==> config.mk <==
export PLATFORM = sky130hd
export DESIGN_NAME = efim_irq_mask
export DESIGN_NICKNAME = d
export VERILOG_FILES = /design/src/pkg/efim_pkg.sv /design/src/hdl/efim_irq_mask.sv
export SDC_FILE = /design/constraint.sdc
export NUM_CORES = 1
export LEC_CHECK = 0
export ABC_AREA = 1
export BUFFER_PORTS_ARGS = -buffer_cell sky130_fd_sc_hd__buf_2
export CAP_MARGIN = 10
export CORE_ASPECT_RATIO = 1.25
export CORE_MARGIN = 1.5
export CORE_UTILIZATION = 41
export CTS_CLUSTER_DIAMETER = 30
export DETAILED_ROUTE_END_ITERATION = 6
export PLACE_DENSITY = 0.66
export SLEW_MARGIN = 20
export SYNTH_ARGS = -nofsm -noshare
export SYNTH_HDL_FRONTEND = slang
export SYNTH_SLANG_ARGS = --single-unit
==> constraint.sdc <==
create_clock -name clk_sys -period 3.2 [get_ports clk_sys]
set_input_delay 0.64 -clock clk_sys [delete_from_list [all_inputs] [get_ports clk_sys]]
set_output_delay 0.64 -clock clk_sys [all_outputs]
set_load 0.02 [all_outputs]
==> src/pkg/efim_pkg.sv <==
// ----------------------------------------
// Register map and field layout
// ----------------------------------------
package efim_pkg;
  // Register indices; byte address is index times four
  localparam logic [7:0] IDX_CTRL = 8'h1a;
  localparam logic [7:0] IDX_MASK0 = 8'h1b;
  localparam logic [7:0] IDX_MASK1 = 8'h1c;
  localparam logic [7:0] IDX_MASK2 = 8'h1d;
  localparam logic [7:0] IDX_PEND0 = 8'h20;
  localparam logic [7:0] IDX_PEND1 = 8'h21;
  localparam logic [7:0] IDX_PEND2 = 8'h22;
  localparam logic [7:0] IDX_STAT = 8'h23;
  // Byte address shift
  localparam int ADDR_SHIFT = 2;
  // Control register fields
  localparam int CTRL_SUSPEND = 6;
  localparam int CTRL_ACK = 5;
  localparam int CTRL_SA_SEL = 4;
  // Masks that hold an unused bit
  localparam logic [7:0] MASK2_USED = 8'hdf;
  // Reset values
  localparam logic [7:0] MASK_RST = 8'h00;
  localparam logic [7:0] CTRL_RST = 8'h00;
  // Answer for unmapped reads
  localparam logic [31:0] UNMAPPED_DATA = 32'h0000_0000;
  // Number of gated events
  localparam int NUM_EVENTS = 24;
endpackage

==> src/hdl/efim_irq_mask.sv <==
`timescale 1ns/1ns
module efim_irq_mask (
  input wire logic clk_sys,
  input wire logic sys_rst,
  // Avalon-MM slave, byte address
  input wire logic [9:0] avs_address,
  input wire logic avs_read,
  input wire logic avs_write,
  input wire logic [31:0] avs_writedata,
  output logic [31:0] avs_readdata,
  output logic avs_waitrequest,
  // Condition levels, change of state is the event; aux pattern status counts its rise only
  input wire logic frame_sync_loss,
  input wire logic multiframe_sync,
  input wire logic crc_multiframe_sync,
  input wire logic alarm_signal,
  input wire logic signal_loss,
  input wire logic remote_multiframe_alarm,
  input wire logic aux_pattern_status,
  input wire logic [3:0] spare_bits,
  // Event pulses, one cycle each
  input wire logic double_frame_error,
  input wire logic frame_slip,
  input wire logic frame_word_error,
  input wire logic local_crc_error,
  input wire logic far_end_error_bit,
  input wire logic slot16_alarm,
  input wire logic line_violation,
  input wire logic pattern_error,
  input wire logic remote_alarm,
  input wire logic frame_error_count_wrap,
  input wire logic crc_count_wrap,
  input wire logic far_end_count_wrap,
  input wire logic violation_count_wrap,
  input wire logic pattern_count_wrap,
  input wire logic pattern_multiframe_wrap,
  input wire logic spare_nibble_change,
  // Interrupt request pin, active low
  output logic irq_n_o,
  output logic irq_n_oe
);

  // ----------------------------------------
  // Declarations
  // ----------------------------------------
  localparam int NE = efim_pkg::NUM_EVENTS;
  logic [7:0] mask0_r; // Sync and alarm enables
  logic [7:0] mask1_r; // Error event enables
  logic [7:0] mask2_r; // Counter overflow and spare bit enables
  logic [7:0] ctrl_r; // Suspend, acknowledge, spare select
  logic ack_d_r; // Last seen acknowledge level
  logic primed_r; // Level history valid
  logic [5:0] lvl_d_r; // Previous condition levels
  logic aux_d_r; // Previous aux pattern status
  logic [3:0] sa_d_r; // Previous spare bits
  logic [NE-1:0] pend_r; // Pending events
  logic [NE-1:0] evt; // Raw events this cycle
  logic [NE-1:0] mask_all; // All enables together
  logic [5:0] lvl; // Condition levels now
  logic ack_tog; // Acknowledge edge seen
  logic suspend; // Interrupts suspended
  logic [7:0] idx; // Register index
  logic take_wr; // Write takes effect
  logic [31:0] rd_nxt; // Read data to load

  assign lvl = {frame_sync_loss, multiframe_sync, crc_multiframe_sync,
                alarm_signal, signal_loss, remote_multiframe_alarm};
  assign suspend = ctrl_r[efim_pkg::CTRL_SUSPEND];
  assign ack_tog = ctrl_r[efim_pkg::CTRL_ACK] != ack_d_r;
  assign mask_all = {mask2_r, mask1_r, mask0_r};
  assign idx = avs_address[efim_pkg::ADDR_SHIFT +: 8];
  assign take_wr = avs_write && !avs_waitrequest;

  // ----------------------------------------
  // Register bus
  // ----------------------------------------
  // Waitrequest drops one cycle after a request, for one cycle
  always_ff @(posedge clk_sys) begin
    if (sys_rst) begin
      avs_waitrequest <= 1'b1;
    end else begin
      avs_waitrequest <= !((avs_read || avs_write) && avs_waitrequest);
    end
  end

  // Read mux, unmapped and reserved bits read zero
  always_comb begin
    rd_nxt = efim_pkg::UNMAPPED_DATA;
    unique case (idx)
      efim_pkg::IDX_CTRL: rd_nxt[7:0] = ctrl_r;
      efim_pkg::IDX_MASK0: rd_nxt[7:0] = mask0_r;
      efim_pkg::IDX_MASK1: rd_nxt[7:0] = mask1_r;
      efim_pkg::IDX_MASK2: rd_nxt[7:0] = mask2_r;
      efim_pkg::IDX_PEND0: rd_nxt[7:0] = pend_r[7:0];
      efim_pkg::IDX_PEND1: rd_nxt[7:0] = pend_r[15:8];
      efim_pkg::IDX_PEND2: rd_nxt[7:0] = pend_r[23:16];
      efim_pkg::IDX_STAT: rd_nxt[0] = !irq_n_o;
      default: rd_nxt = efim_pkg::UNMAPPED_DATA;
    endcase
  end

  // Read data loaded as waitrequest drops
  always_ff @(posedge clk_sys) begin
    if (sys_rst) begin
      avs_readdata <= efim_pkg::UNMAPPED_DATA;
    end else if (avs_read && avs_waitrequest) begin
      avs_readdata <= rd_nxt;
    end
  end

  // Mask words, writable registers
  always_ff @(posedge clk_sys) begin
    if (sys_rst) begin
      mask0_r <= efim_pkg::MASK_RST;
      mask1_r <= efim_pkg::MASK_RST;
      mask2_r <= efim_pkg::MASK_RST;
    end else if (take_wr) begin
      // Byte 0 carries each word
      if (idx == efim_pkg::IDX_MASK0) begin
        mask0_r <= avs_writedata[7:0];
      end
      if (idx == efim_pkg::IDX_MASK1) begin
        mask1_r <= avs_writedata[7:0];
      end
      if (idx == efim_pkg::IDX_MASK2) begin
        mask2_r <= avs_writedata[7:0] & efim_pkg::MASK2_USED;
      end
    end
  end

  // Control word
  always_ff @(posedge clk_sys) begin
    if (sys_rst) begin
      ctrl_r <= efim_pkg::CTRL_RST;
    end else if (take_wr && idx == efim_pkg::IDX_CTRL) begin
      ctrl_r <= avs_writedata[7:0];
    end
  end

  // ----------------------------------------
  // Event detection
  // ----------------------------------------
  // History of levels; first cycle after reset only primes it
  always_ff @(posedge clk_sys) begin
    if (sys_rst) begin
      primed_r <= 1'b0;
      lvl_d_r <= 6'h00;
      aux_d_r <= 1'b0;
      sa_d_r <= 4'h0;
      ack_d_r <= 1'b0;
    end else begin
      primed_r <= 1'b1;
      lvl_d_r <= lvl;
      aux_d_r <= aux_pattern_status;
      sa_d_r <= spare_bits;
      ack_d_r <= ctrl_r[efim_pkg::CTRL_ACK];
    end
  end

  // Event vector, bit n of word w sits at 8*w+n
  always_comb begin
    evt = '0;
    // Change of any condition except aux pattern status, either direction
    evt[7] = primed_r && (lvl[5] != lvl_d_r[5]);
    evt[6] = primed_r && (lvl[4] != lvl_d_r[4]);
    evt[5] = primed_r && (lvl[3] != lvl_d_r[3]);
    evt[4] = primed_r && (lvl[2] != lvl_d_r[2]);
    evt[3] = primed_r && (lvl[1] != lvl_d_r[1]);
    evt[2] = double_frame_error;
    evt[1] = primed_r && (lvl[0] != lvl_d_r[0]);
    evt[0] = frame_slip;
    evt[15] = frame_word_error;
    evt[14] = local_crc_error;
    evt[13] = far_end_error_bit;
    evt[12] = slot16_alarm;
    evt[11] = line_violation;
    evt[10] = pattern_error;
    evt[9] = primed_r && aux_pattern_status && !aux_d_r;
    evt[8] = remote_alarm;
    evt[23] = frame_error_count_wrap;
    evt[22] = crc_count_wrap;
    evt[20] = far_end_count_wrap;
    evt[19] = violation_count_wrap;
    evt[18] = pattern_count_wrap;
    evt[17] = pattern_multiframe_wrap;
    // Spare bits or nibbles by the select bit
    if (ctrl_r[efim_pkg::CTRL_SA_SEL]) begin
      evt[16] = primed_r && (spare_bits != sa_d_r);
    end else begin
      evt[16] = spare_nibble_change;
    end
  end

  // ----------------------------------------
  // Pending latches
  // ----------------------------------------
  // One sticky bit per event; a new event beats the clear
  for (genvar i = 0; i < NE; i++) begin : g_pend
    always_ff @(posedge clk_sys) begin
      if (sys_rst) begin
        pend_r[i] <= 1'b0;
      end else if (evt[i] && mask_all[i] && !suspend) begin
        pend_r[i] <= 1'b1;
      end else if (ack_tog) begin
        pend_r[i] <= 1'b0;
      end
    end
  end

  // ----------------------------------------
  // Request pin
  // ----------------------------------------
  // Low while anything pends, released while suspended
  always_ff @(posedge clk_sys) begin
    if (sys_rst) begin
      irq_n_o <= 1'b1;
      irq_n_oe <= 1'b0;
    end else begin
      irq_n_o <= !(|pend_r);
      irq_n_oe <= !suspend;
    end
  end

  // ----------------------------------------
  // Checks
  // ----------------------------------------
  masked_block_a: assert property (@(posedge clk_sys) disable iff (sys_rst)
    (evt[0] && !mask_all[0] && !pend_r[0] && !ack_tog) |=> !pend_r[0])
    else $error("masked slip event latched");
  sync_change_a: assert property (@(posedge clk_sys) disable iff (sys_rst)
    (primed_r && $changed(frame_sync_loss) && mask0_r[7] && !suspend) |=> pend_r[7])
    else $error("frame sync change not latched");
  slip_irq_a: assert property (@(posedge clk_sys) disable iff (sys_rst)
    (frame_slip && mask0_r[0] && !suspend) |=> ##1 !irq_n_o)
    else $error("slip did not raise request");
  aux_rise_a: assert property (@(posedge clk_sys) disable iff (sys_rst)
    (primed_r && $rose(aux_pattern_status) && mask1_r[1] && !suspend) |=> pend_r[9])
    else $error("aux pattern rise not latched");
  unused_bit_a: assert property (@(posedge clk_sys) disable iff (sys_rst)
    !mask2_r[5] && !pend_r[21])
    else $error("unused overflow bit active");
  spare_sel_a: assert property (@(posedge clk_sys) disable iff (sys_rst)
    (!ctrl_r[efim_pkg::CTRL_SA_SEL] && $changed(spare_bits) && !spare_nibble_change
      && !pend_r[16] && !ack_tog) |=> !pend_r[16])
    else $error("spare bit change seen in nibble mode");
  suspend_float_a: assert property (@(posedge clk_sys) disable iff (sys_rst)
    suspend |=> !irq_n_oe)
    else $error("request driven while suspended");
  ack_clear_a: assert property (@(posedge clk_sys) disable iff (sys_rst)
    (ack_tog && !(|(evt & mask_all)) || ack_tog && suspend) |=> ##1 irq_n_o)
    else $error("acknowledge did not release request");
  hold_low_a: assert property (@(posedge clk_sys) disable iff (sys_rst)
    (!irq_n_o && !ack_tog && !$past(ack_tog)) |=> !irq_n_o)
    else $error("request dropped without acknowledge");
  // Every enabled event latches its pending bit at the next edge unless suspended
  multiframe_chg_a: assert property (@(posedge clk_sys) disable iff (sys_rst)
    (primed_r && $changed(multiframe_sync) && mask0_r[6] && !suspend) |=> pend_r[6])
    else $error("multiframe sync change not latched");
  crc_sync_chg_a: assert property (@(posedge clk_sys) disable iff (sys_rst)
    (primed_r && $changed(crc_multiframe_sync) && mask0_r[5] && !suspend) |=> pend_r[5])
    else $error("crc multiframe sync change not latched");
  alarm_chg_a: assert property (@(posedge clk_sys) disable iff (sys_rst)
    (primed_r && $changed(alarm_signal) && mask0_r[4] && !suspend) |=> pend_r[4])
    else $error("alarm signal change not latched");
  signal_loss_a: assert property (@(posedge clk_sys) disable iff (sys_rst)
    (primed_r && $changed(signal_loss) && mask0_r[3] && !suspend) |=> pend_r[3])
    else $error("signal loss change not latched");
  double_err_a: assert property (@(posedge clk_sys) disable iff (sys_rst)
    (double_frame_error && mask0_r[2] && !suspend) |=> pend_r[2])
    else $error("double frame error not latched");
  remote_mf_chg_a: assert property (@(posedge clk_sys) disable iff (sys_rst)
    (primed_r && $changed(remote_multiframe_alarm) && mask0_r[1] && !suspend) |=> pend_r[1])
    else $error("remote multiframe alarm change not latched");
  frame_err_a: assert property (@(posedge clk_sys) disable iff (sys_rst)
    (frame_word_error && mask1_r[7] && !suspend) |=> pend_r[15])
    else $error("frame word error not latched");
  local_crc_a: assert property (@(posedge clk_sys) disable iff (sys_rst)
    (local_crc_error && mask1_r[6] && !suspend) |=> pend_r[14])
    else $error("local crc error not latched");
  far_end_err_a: assert property (@(posedge clk_sys) disable iff (sys_rst)
    (far_end_error_bit && mask1_r[5] && !suspend) |=> pend_r[13])
    else $error("far end error not latched");
  slot16_alarm_a: assert property (@(posedge clk_sys) disable iff (sys_rst)
    (slot16_alarm && mask1_r[4] && !suspend) |=> pend_r[12])
    else $error("slot 16 alarm not latched");
  violation_a: assert property (@(posedge clk_sys) disable iff (sys_rst)
    (line_violation && mask1_r[3] && !suspend) |=> pend_r[11])
    else $error("line violation not latched");
  pattern_err_a: assert property (@(posedge clk_sys) disable iff (sys_rst)
    (pattern_error && mask1_r[2] && !suspend) |=> pend_r[10])
    else $error("pattern error not latched");
  remote_alarm_a: assert property (@(posedge clk_sys) disable iff (sys_rst)
    (remote_alarm && mask1_r[0] && !suspend) |=> pend_r[8])
    else $error("remote alarm not latched");
  frame_wrap_a: assert property (@(posedge clk_sys) disable iff (sys_rst)
    (frame_error_count_wrap && mask2_r[7] && !suspend) |=> pend_r[23])
    else $error("frame error counter wrap not latched");
  crc_wrap_a: assert property (@(posedge clk_sys) disable iff (sys_rst)
    (crc_count_wrap && mask2_r[6] && !suspend) |=> pend_r[22])
    else $error("crc counter wrap not latched");
  far_end_wrap_a: assert property (@(posedge clk_sys) disable iff (sys_rst)
    (far_end_count_wrap && mask2_r[4] && !suspend) |=> pend_r[20])
    else $error("far end counter wrap not latched");
  violation_wrap_a: assert property (@(posedge clk_sys) disable iff (sys_rst)
    (violation_count_wrap && mask2_r[3] && !suspend) |=> pend_r[19])
    else $error("violation counter wrap not latched");
  pattern_wrap_a: assert property (@(posedge clk_sys) disable iff (sys_rst)
    (pattern_count_wrap && mask2_r[2] && !suspend) |=> pend_r[18])
    else $error("pattern counter wrap not latched");
  multiframe_wrap_a: assert property (@(posedge clk_sys) disable iff (sys_rst)
    (pattern_multiframe_wrap && mask2_r[1] && !suspend) |=> pend_r[17])
    else $error("pattern multiframe wrap not latched");
  spare_bit_a: assert property (@(posedge clk_sys) disable iff (sys_rst)
    (primed_r && ctrl_r[efim_pkg::CTRL_SA_SEL] && $changed(spare_bits) && mask2_r[0]
      && !suspend) |=> pend_r[16])
    else $error("spare bit change not latched in bit mode");
  suspend_hold_a: assert property (@(posedge clk_sys) disable iff (sys_rst)
    (suspend && !ack_tog) |=> $stable(pend_r))
    else $error("pending changed while suspended");

endmodule

-- After elaboration in Yosys (flattened, before gate mapping)
Index checks and enable logic that the tools add are counted.
- register bits: 78
- bits of input ports: 73
- output and inout bits: 35
- logic and storage cells: 173
- eq/ne operators: 16
- multiplexer cells: 28
- reductions and logical operators: 93
- operators with widths (operator ; count):
    $logic_and A1 B1 Y1 ; 59
    $pmux W7 S7 ; 1
    $reduce_bool A2 Y1 ; 23
    $eq A8 B5 Y1 const B ; 4
    $eq A8 B6 Y1 const B ; 4
    $mux W1 ; 26
    $reduce_or A23 Y1 ; 1
    $pmux W1 S8 ; 1
    $ne A1 B1 Y1 ; 7
    $logic_not A1 Y1 ; 6
    $reduce_and A2 Y1 ; 3
    $ne A4 B4 Y1 ; 1
    $logic_or A1 B1 Y1 ; 1

-- Longest topological paths before layout
Gate-level depths: netlist of run 1.
- depth after elaboration: 6
- mapped depth: 10

-- Worst setup path after synthesis of run 1
Ideal clock, no wire load.
- path kind: input port to flip-flop
- start: input avs_address[8]
- end: register ctrl_r[5]
- setup time: 66 ps
- arrival time: 1550 ps
- required time: 3134 ps
- slack: 1584 ps
- cell stages on the path: 8
- path buffers: 1
- cell sequence: inv_1 -> nand2_2 -> nor2_8 -> nand2_4 -> nor3_4 -> buf_6 -> o21ai_2 -> a21oi_2
- longest elaborated chain between the ends: 2
- RTL lines (item ; line ; source):
    start: declaration ; efim_irq_mask.sv:6 ; input wire logic [9:0] avs_address,
    $eq A8 B5 Y1 ; efim_irq_mask.sv:135 ; end else if (take_wr && idx == efim_pkg::IDX_CTRL) begin
    $logic_and A1 B1 Y1 ; efim_irq_mask.sv:135 ;
    end signal: assignment ; efim_irq_mask.sv:134 ; ctrl_r <= efim_pkg::CTRL_RST;
    end signal: assignment ; efim_irq_mask.sv:136 ; ctrl_r <= avs_writedata[7:0];
    end: declaration ; efim_irq_mask.sv:50 ; logic [7:0] ctrl_r;
No other way between the ends.
A chain may end at the register's enable or synchronous reset.

-- Final worst setup path of run 1
- start: input avs_address[8]
- end: register ctrl_r[4]
The elaborated chain is that of the path after synthesis.

==> results of run 1 <==
critical path: stages:
cell and delay [ns]:
buf_2 0.09, inv_1 0.06, nand2_2 0.11, nor2_8 0.33
nand2_4 0.17, nor3_4 0.51, o21ai_0 0.15, a21oi_1 0.16
cells in the final DEF (no fill, tap or decap), drive strengths merged, types with 6 or more instances in the layout:
master	synthesis	final
o21ai	40	40
o31ai	6	6
xor2	6	6
a21oi	47	47
nand2	85	85
dfxtp	78	78
conb	1	24
clkbuf	6	13
nor2	50	50
buf	36	59
nand3	72	72
inv	51	51
power by group:
group / internal (mW) / switching, mW
clock: 0.323 / 0.349
combinational: 0.0422 / 0.103
sequential: 0.980 / 0.00580
total: 1.35 / 0.458
logic make-up (layout without fill, tap and decap cells):
group,after synthesis,after routing,share of synthesized area
buffers and inverters,93,126,0.1293
other,1,24,0.001028
flip-flops,78,78,0.4280
XOR/XNOR,10,10,0.02400
AO/OA/AOI/OAI,94,94,0.1379
AND/OR/NAND/NOR,219,219,0.2798
routing by layer:
| metal | global-route usage | part of all wire | up-vias |
|---|---|---|---|
| met4 | 0.1122 | 0.041 | 0 |
| li1 | - | - | 1677 |
| met1 | 0.2625 | 0.43 | 1475 |
| met2 | 0.3451 | 0.47 | 141 |
| met3 | 0.05115 | 0.065 | 30 |
| met5 | 0 | 0 | - |
sequential cells by signal, summed over array words and instances (netlist names):
name             flops
irq_n_o              1
aux_d_r              1
avs_waitrequest      1
ack_d_r              1
mask2_r              7
lvl_d_r              6
mask1_r              8
avs_readdata         8
mask0_r              8
primed_r             1
sa_d_r               4
ctrl_r               8
pend_r              23
irq_n_oe             1
final cells by class:
type,instances,area (µm²)
fill,946,4571
multi-input combinational,347,1702
sequential,78,1562
timing repair buffer,59,300.3
inverter,51,191.4
clock buffer,13,158.9
tap,120,150.1
clock inverter,3,18.77
metrics by stage:
stage / instances / total power, mW
after floorplan: 518 / 1.124
after global placement: 655 / 1.152
after detailed placement: 655 / 1.154
after CTS: 671 / 1.818
after global routing: 671 / 1.883
final: 671 / 1.803
synthesized netlist by cell type (all sizes together):
| master | count | share of area |
|---|---|---|
| nand3 | 72 | 0.10 |
| inv | 51 | 0.052 |
| xnor2 | 4 | 0.0096 |
| clkbuf | 6 | 0.0065 |
| buf | 36 | 0.070 |
| dfxtp | 78 | 0.43 |
| o21ai | 40 | 0.057 |
| xor2 | 6 | 0.014 |
| or2 | 1 | 0.0017 |
| nand4 | 4 | 0.0069 |
| nor3 | 3 | 0.0072 |
| conb | 1 | 0.0010 |
| nor2 | 50 | 0.066 |
| nor4 | 4 | 0.0069 |
| o211ai | 1 | 0.0021 |
| nand2 | 85 | 0.091 |
| a21oi | 47 | 0.067 |
| o31ai | 6 | 0.012 |
worst paths after layout:
check        depth (start not counted)               to  slack (ns)       startpoint
max                                  8        ctrl_r[4]        1.25   avs_address[8]
min                                  2  avs_readdata[1]        0.47  avs_readdata[1]
max reg2reg                          6        pend_r[9]        1.55        ctrl_r[5]
min reg2reg                          2  avs_readdata[1]        0.47  avs_readdata[1]
==> impl_results.md, run 1 <==
- Buffers on Ports: 57
- Max-slew headroom: 0.5779
- Ant. Diodes: 0
- Critical path class: primary input to register
- DRC Markers: 0
- Ys Warns: 0
- Dpl ws: 0.8641 ns
- Synth cell types: 32
- # clock sinks: 78
- Final worst slack: 1.248 ns
- Final setup violation count: 0
- Initial antenna violation count: 0
- Global-route wire length before repair: 15230 µm
- Synth Cell Area: 3648 µm²
- Initial Util: 0.4216
- RSZ-0062 raised after global routing: false
- Worst skew pair latency: 0.36 ns
- P&R area growth vs syn: 11.90%
- GRT Util Overall: 0.2141
- Mapped Cells: 495
- CTS H-tree lvls: 3
- Layout cells sized above 1: 0.1760
- Layout Utilization: 0.4718
- First-iteration detailed-routing DRC count: 201
- Largest net degree at the start of global routing: 44
- Register area share after synthesis: 0.4280
- Synthesized flop and latch total: 78
- Worst EP required: 3.49 ns
- Hold Buf Count CTS: 0
- Die height: 108.5 µm
- Post-cts resize count: 0
- Power Density: 441.7 nW/µm²
- Die W: 87.38 µm
- Final Cycle Share: 0.6100
- Root Buffer: clkbuf_8
- Worst hold-check path type: register to register
- Top Ports: 108
- Status: completed
- Hold_ws: 0.4695 ns
- Grt total ovfl: 0
- First drt pass iteration count: 6
- Critical Path Fanout Max: 28
- Inserted Clock Buffers: 9
- Placed cell areas: 3905 µm²
- Crit path time final: 1.952 ns
- Die ar.: 9478 µm²
- Crit path arrival time: 2.24 ns
- Endpoint type of the worst setup path: register
- Drt total wl: 9256 µm
- CTS tree: yes
- DR vias: 3323
- Max clock buf depth: 2
- Worst setup SP type: primary input
- Count of maximum capacitance violations: 0
- Routed Antenna Nets: 0
- Std-Cell Rows: 38
- GPL Wtd Cong: 0.8913
- Post-CTS setup buffer count: 0
- Final layout net count: 619
- Wirelength per Cell: 13.79 µm
- Final slew viol count: 0
- P_leak: 1.892 nW
- FMAX: 512.3 MHz
- Vias/cell: 4.952
- Setup TNS: 0 ns
- Hold Vio Cnt, Final: 0
- Mean post-synth cell area: 7.371 µm²
- Actual slew at the worst max-slew pin: 0.6323 ns
- Final Skew: 0.006916 ns
- Core area: 8653 µm²
- Clock transition at the registers of the reported paths: 0.07 ns
- Design area: 4083 µm²
- Max VDD drop: 0.0002609 V
- Vias in the first global route: 3173
- Final HPWL DP: 6885 µm
No activity file was read; power rests on OpenSTA's default activity.
==> run 2, diff against run 1 <==
==> constraint.sdc (replaced) <==
create_clock -name clk_sys -period 2 [get_ports clk_sys]
set_input_delay 0.4 -clock clk_sys [delete_from_list [all_inputs] [get_ports clk_sys]]
set_output_delay 0.4 -clock clk_sys [all_outputs]
set_load 0.02 [all_outputs]
==> impl_results.md, run 2 (synthesis gave the netlist of run 1 again) <==
- Status: completed
- Final layout net count: 623
- First drt pass iteration count: 5
- Final HPWL DP: 7004 µm
- Clock share of power: 0.379
- Final setup violation count: 0
- Max clock buf depth: 2
- Largest reg by FF count: pend_r
- DRC Markers: 0
- Largest net degree at the start of global routing: 44
- Max reg flops: 23
- Critical path class: register to register
- P_leak: 1.911 nW
- Layout cells sized above 1: 0.1808
- Die W: 87.38 µm
- Final slew viol count: 0
- Worst path bufs/invs: 1
- Post-cts resize count: 0
- FMAX: 711.5 MHz
- Drt total wl: 9270 µm
- Top Ports: 108
- Inserted Clock Buffers: 9
- Critical Path Stages: 5
- Hold path depth: 2
- Crit path time final: 1.406 ns
- CP max-delay cell: dfxtp_1
- Vias in the first global route: 3036
- Vias/cell: 4.841
- Crit-path leading delay family: simple AND/OR/NAND/NOR gates
- RSZ-0062 raised after global routing: false
- Power Internal: 2.193 mW
- Hold Buf Count CTS: 0
- Die height: 108.5 µm
- DR vias: 3258
- Count of maximum capacitance violations: 0
- CP Cell Sequence: nor2_1 > nand3_2 > inv_1 > o21ai_0 > a21oi_1
- Ant. Diodes: 0
- Initial Util: 0.4216
- Buffers on Ports: 57
- Initial antenna violation count: 0
- Critical Path Source: avs_waitrequest
- Worst EP required: 2.29 ns
- First-iteration detailed-routing DRC count: 216
- R2r setup slk: 0.59 ns
- FILL cells: 911
- Routed Antenna Nets: 0
- Endpoint type of the worst setup path: register
- Max VDD drop: 0.0003720 V
- P_sw: 727.3 µW
- Hold Vio Cnt, Final: 0
- Std-Cell Rows: 38
- Final Cycle Share: 0.7028
- Global-route wire length before repair: 14860 µm
- Reg2Reg Launch Point: avs_waitrequest
- Root Buffer: clkbuf_8
- Setup TNS: 0 ns
- Final cell count without fillers: 673
- GPL Wtd Cong: 0.8823
- Critical Path Fanout Max: 12
- Max incr delay on CP: 0.36 ns
- Sequential cell area: 1562 µm²
- Power Density: 710.2 nW/µm²
- Grt total ovfl: 0
- Dpl cells: 659
- CTS H-tree lvls: 3
- Final Skew: 0.01021 ns
- Worst Min Path Start: avs_read
- P&R area growth vs syn: 12.69%
- Worst Reg-to-Reg Cells: 5
- Worst setup SP type: register
- Commonest non-fill, non-tap cells in the layout: nand2_1, dfxtp_1, nand3_1, buf_2, inv_1
- Multi-input logic area: 1702 µm²
- Worst hold-check path type: primary input to register
- Worst skew pair latency: 0.36 ns
- Sw frac: 0.2491
- Commonest non-fill, non-tap cell in the layout: nand2_1
- Die ar.: 9478 µm²
- GRT Util Overall: 0.2098
- Clock transition at the registers of the reported paths: 0.07 ns
- Combinational share of power: 0.081
- Wirelength per Cell: 13.77 µm
- Sequential Power Share: 0.540
- Post-CTS setup buffer count: 0
- CTS tree: yes
- Crit path arrival time: 1.70 ns
- # clock sinks: 78
- Core area: 8653 µm²
-- run 2: cell types whose count changed in the layout (fill, tap and decap cells not counted) --
cell	delta
clkbuf_8	-2
bufinv_16	+1
clkinv_2	+1
clkbuf_1	-2
buf_4	+4
clkinvlp_4	+1
inv_2	-1
clkinv_4	-1
inv_1	+1
-- run 2: worst paths after layout --
check | to
worst min register to register | avs_readdata[6]
worst max-delay path | mask2_r[6]
worst max register to register | mask2_r[6]
worst min-delay path | avs_waitrequest
-- run 2: cell type report --
cell class,count,area share
Clock buffer,9,0.03013
Timing Repair Buffer,63,0.08034
Clock inverter,5,0.01278
Multi-Input combinational cell,347,0.4139
Tap cell,120,0.03652
Inverter,51,0.04656
Sequential cell,78,0.3798
-- run 2: power groups by stage --
stage	logic (mW)	registers [mW]	clock network [mW]
after global routing	0.261	1.58	1.19
after global placement	0.233	1.61	0
after floorplan	0.182	1.62	0
after detailed placement	0.237	1.61	0
final	0.236	1.58	1.11
after CTS	0.237	1.58	1.13
-- run 2: worst register-to-register path, stage by stage, from the launching register on --
cell     delay [ns]
dfxtp_1        0.36
nor2_1         0.28
nand3_2        0.14
inv_1          0.27
o21ai_0        0.15
a21oi_1        0.15
-- run 2: metrics by stage --
stage | setup WS, ns | total power, mW | hold WS [ns] | cell area [µm²] | util
5_1_grt | 0.4415 | 3.027 | 0.2488 | 4111 | 0.4751
2_1_floorplan | 0.6236 | 1.798 | 0.4496 | 3735 | -
6_report | 0.5944 | 2.920 | 0.2526 | 4111 | 0.4751
4_1_cts | 0.5800 | 2.944 | 0.2424 | 4111 | 0.4751
3_5_place_dp | 0.2759 | 1.851 | 0.4557 | 3935 | 0.4547
3_3_place_gp | 0.3311 | 1.846 | 0.4565 | 3935 | 0.4547
-- run 2: layer usage --
layer  global-route usage  share of wire  vias to the layer above
met4               0.1020          0.028                        0
met2               0.3538           0.48                      110
li1                     -              -                     1679
met1               0.2537           0.43                     1453
met5                    0              0                        -
met3              0.03969          0.054                       16
==> run 3, diff against run 2 <==
--- a/config.mk
+++ b/config.mk
@@ -5,7 +5,7 @@
 export SDC_FILE = /design/constraint.sdc
 export NUM_CORES = 1
 export LEC_CHECK = 0
-export ABC_AREA = 1
+export ABC_AREA = 0
 export BUFFER_PORTS_ARGS = -buffer_cell sky130_fd_sc_hd__buf_2
 export CAP_MARGIN = 10
 export CORE_ASPECT_RATIO = 1.25
==> constraint.sdc (replaced) <==
create_clock -name clk_sys -period 1.43 [get_ports clk_sys]
set_input_delay 0.286 -clock clk_sys [delete_from_list [all_inputs] [get_ports clk_sys]]
set_output_delay 0.286 -clock clk_sys [all_outputs]
set_load 0.02 [all_outputs]
==> impl_results.md, run 3 <==
- GPL Wtd Cong: 0.9773
- Vias/cell: 5.399
- Max VDD drop: 0.0006251 V
- Die W: 86.12 µm
- Final Cycle Share: 0.9603
- Max-slew headroom: 0.5100
- DRC Markers: 0
- Area share of the largest cell type after synthesis: 0.4410
- P&R area growth vs syn: 25.16%
- Area leader, netlist: dfxtp_1
- Worst setup SP type: register
- Met3 Use GR: 0.05158
- GRT Util Overall: 0.2146
- Routed Antenna Nets: 0
- P_sw: 1.074 mW
- Final Skew: 0.01346 ns
- Worst hold-check path type: primary input to register
- Clock share of power: 0.392
- Sw frac: 0.2468
- Ys async rst share: 0
- First drt pass iteration count: 4
- Top Ports: 108
- Max reg flops: 23
- Top cells by count, synth: dfxtp_1, mux2i_1, nor2_1
- Commonest non-fill, non-tap cell in the layout: dfxtp_1
- DR vias: 2980
- R2r setup slk: 0.06 ns
- GR peak layer: met2
- Power Density: 981.8 nW/µm²
- CTS tree: yes
- Initial Util: 0.4273
- Mapped Cells: 353
- FMAX: 728.2 MHz
- RSZ-0062 raised after global routing: true
- Die ar.: 9206 µm²
- Synth Flop Type: dfxtp_1
- Power Internal: 3.277 mW
- Mean post-synth cell area: 10.03 µm²
- Core area: 8287 µm²
- Drt total wl: 9158 µm
- Dpl ws: -0.3479 ns
- Combinational share of power: 0.101
- CTS H-tree lvls: 3
- P_leak: 1.916 nW
- Initial antenna violation count: 0
- Hold_ws: 0.1506 ns
- Clock transition at the registers of the reported paths: 0.09 ns
- Global routing usage on met1: 0.2627
- Hold Vio Cnt, Final: 0
- Endpoint type of the worst setup path: register
- Status: completed
- Final setup violation count: 0
- Wirelength per Cell: 16.59 µm
- Count of maximum capacitance violations: 0
- Post-CTS setup buffer count: 0
- Die height: 106.9 µm
- Commonest non-fill, non-tap cells in the layout: dfxtp_1, buf_2, mux2i_1, buf_4, nor2_1
- Layout Utilization: 0.5348
- Register area share after synthesis: 0.4410
- Std-Cell Rows: 37
- Largest net degree at the start of global routing: 52
- Power, Total: 4.351 mW
- Final worst slack: 0.05674 ns
- Setup TNS: 0 ns
- Final layout net count: 523
- Vias in the first global route: 2871
- Global-route wire length before repair: 14680 µm
- Grt total ovfl: 0
- Dpl cells: 536
- Buffers on Ports: 57
- Final HPWL DP: 7041 µm
- Met2 usage: 0.3436
- First-iteration detailed-routing DRC count: 173
- Most numerous cell in the Yosys netlist: dfxtp_1
- Ant. Diodes: 0
- Worst EP required: 1.66 ns
- Layout cells sized above 1: 0.2945
- Inserted Clock Buffers: 9
- Crit path arrival time: 1.61 ns
- Final cell count without fillers: 552
- Root Buffer: clkbuf_8
- Synth top area cells: dfxtp_1, mux2i_1, buf_4
- Crit path time final: 1.373 ns
- Post-synth EDFFs: 0
- Actual slew at the worst max-slew pin: 0.7342 ns
- Critical Path Fanout Max: 6
- Max clock buf depth: 2
- Final slew viol count: 0
- Sequential Power Share: 0.507
- Worst skew pair latency: 0.37 ns
- Design area: 4432 µm²
- # clock sinks: 78
- Largest reg by FF count: pend_r
- Placed cell areas: 4212 µm²
- Synthesized flop and latch total: 78
- Critical path class: register to register
- Ys Warns: 0
- Synth cell types: 45
- Synth Cell Area: 3541 µm²
-- run 3: final cells by class --
cell class,count,area (µm²)
Fill cell,784,3855
Multi-Input combinational cell,254,1847
Sequential cell,78,1563
Timing Repair Buffer,104,688.2
Clock buffer,13,158.9
Tap cell,97,121.4
Clock inverter,3,42.54
Inverter,3,11.26
-- run 3: logic make-up after synthesis --
kind of cell | Yosys count | share of synthesized area
other | 1 | 0.001059
AOI/OAI and AO/OA | 63 | 0.1410
DFF | 78 | 0.4410
muxes | 48 | 0.1396
xor gates and xnor gates | 11 | 0.02721
buffers and inverters | 44 | 0.07597
and+or+nand+nor | 108 | 0.1742
-- run 3: what timing repair did --
action                     in CTS  in global routing
resized for setup               1                  4
setup endpoints to repair      15                 12
hold buffers                    0                  0
pin swaps                       0                  2
-- run 3: per-layer routing --
layer,vias to the layer above,routed length [µm]
met3,23,464
met2,96,4447
met1,1424,3901
met5,-,0
li1,1437,-
met4,0,345
-- run 3: final timing paths --
check | startpoint | end | cells past startpoint
worst max register to register | avs_waitrequest | mask1_r[1] | 6
worst max-delay path | avs_waitrequest | mask1_r[1] | 6
worst min-delay path | aux_pattern_status | aux_d_r | 2
worst min register to register | avs_readdata[4] | avs_readdata[4] | 2
-- run 3: power by group through the flow --
stage | Sequential, mW | Clock (mW) | Combinational (mW)
detailed placement | 2.26 | 0 | 0.433
global route | 2.21 | 1.83 | 0.475
CTS | 2.20 | 1.73 | 0.435
finish | 2.20 | 1.71 | 0.440
global placement | 2.25 | 0 | 0.429
floorplan | 2.26 | 0 | 0.272
-- run 3: worst max-delay path: stages, from the launching register on --
cell,delay [ns]
dfxtp_2,0.33
buf_4,0.14
nor2b_1,0.15
nand4_1,0.17
buf_4,0.22
mux2i_2,0.18
nor2_1,0.05
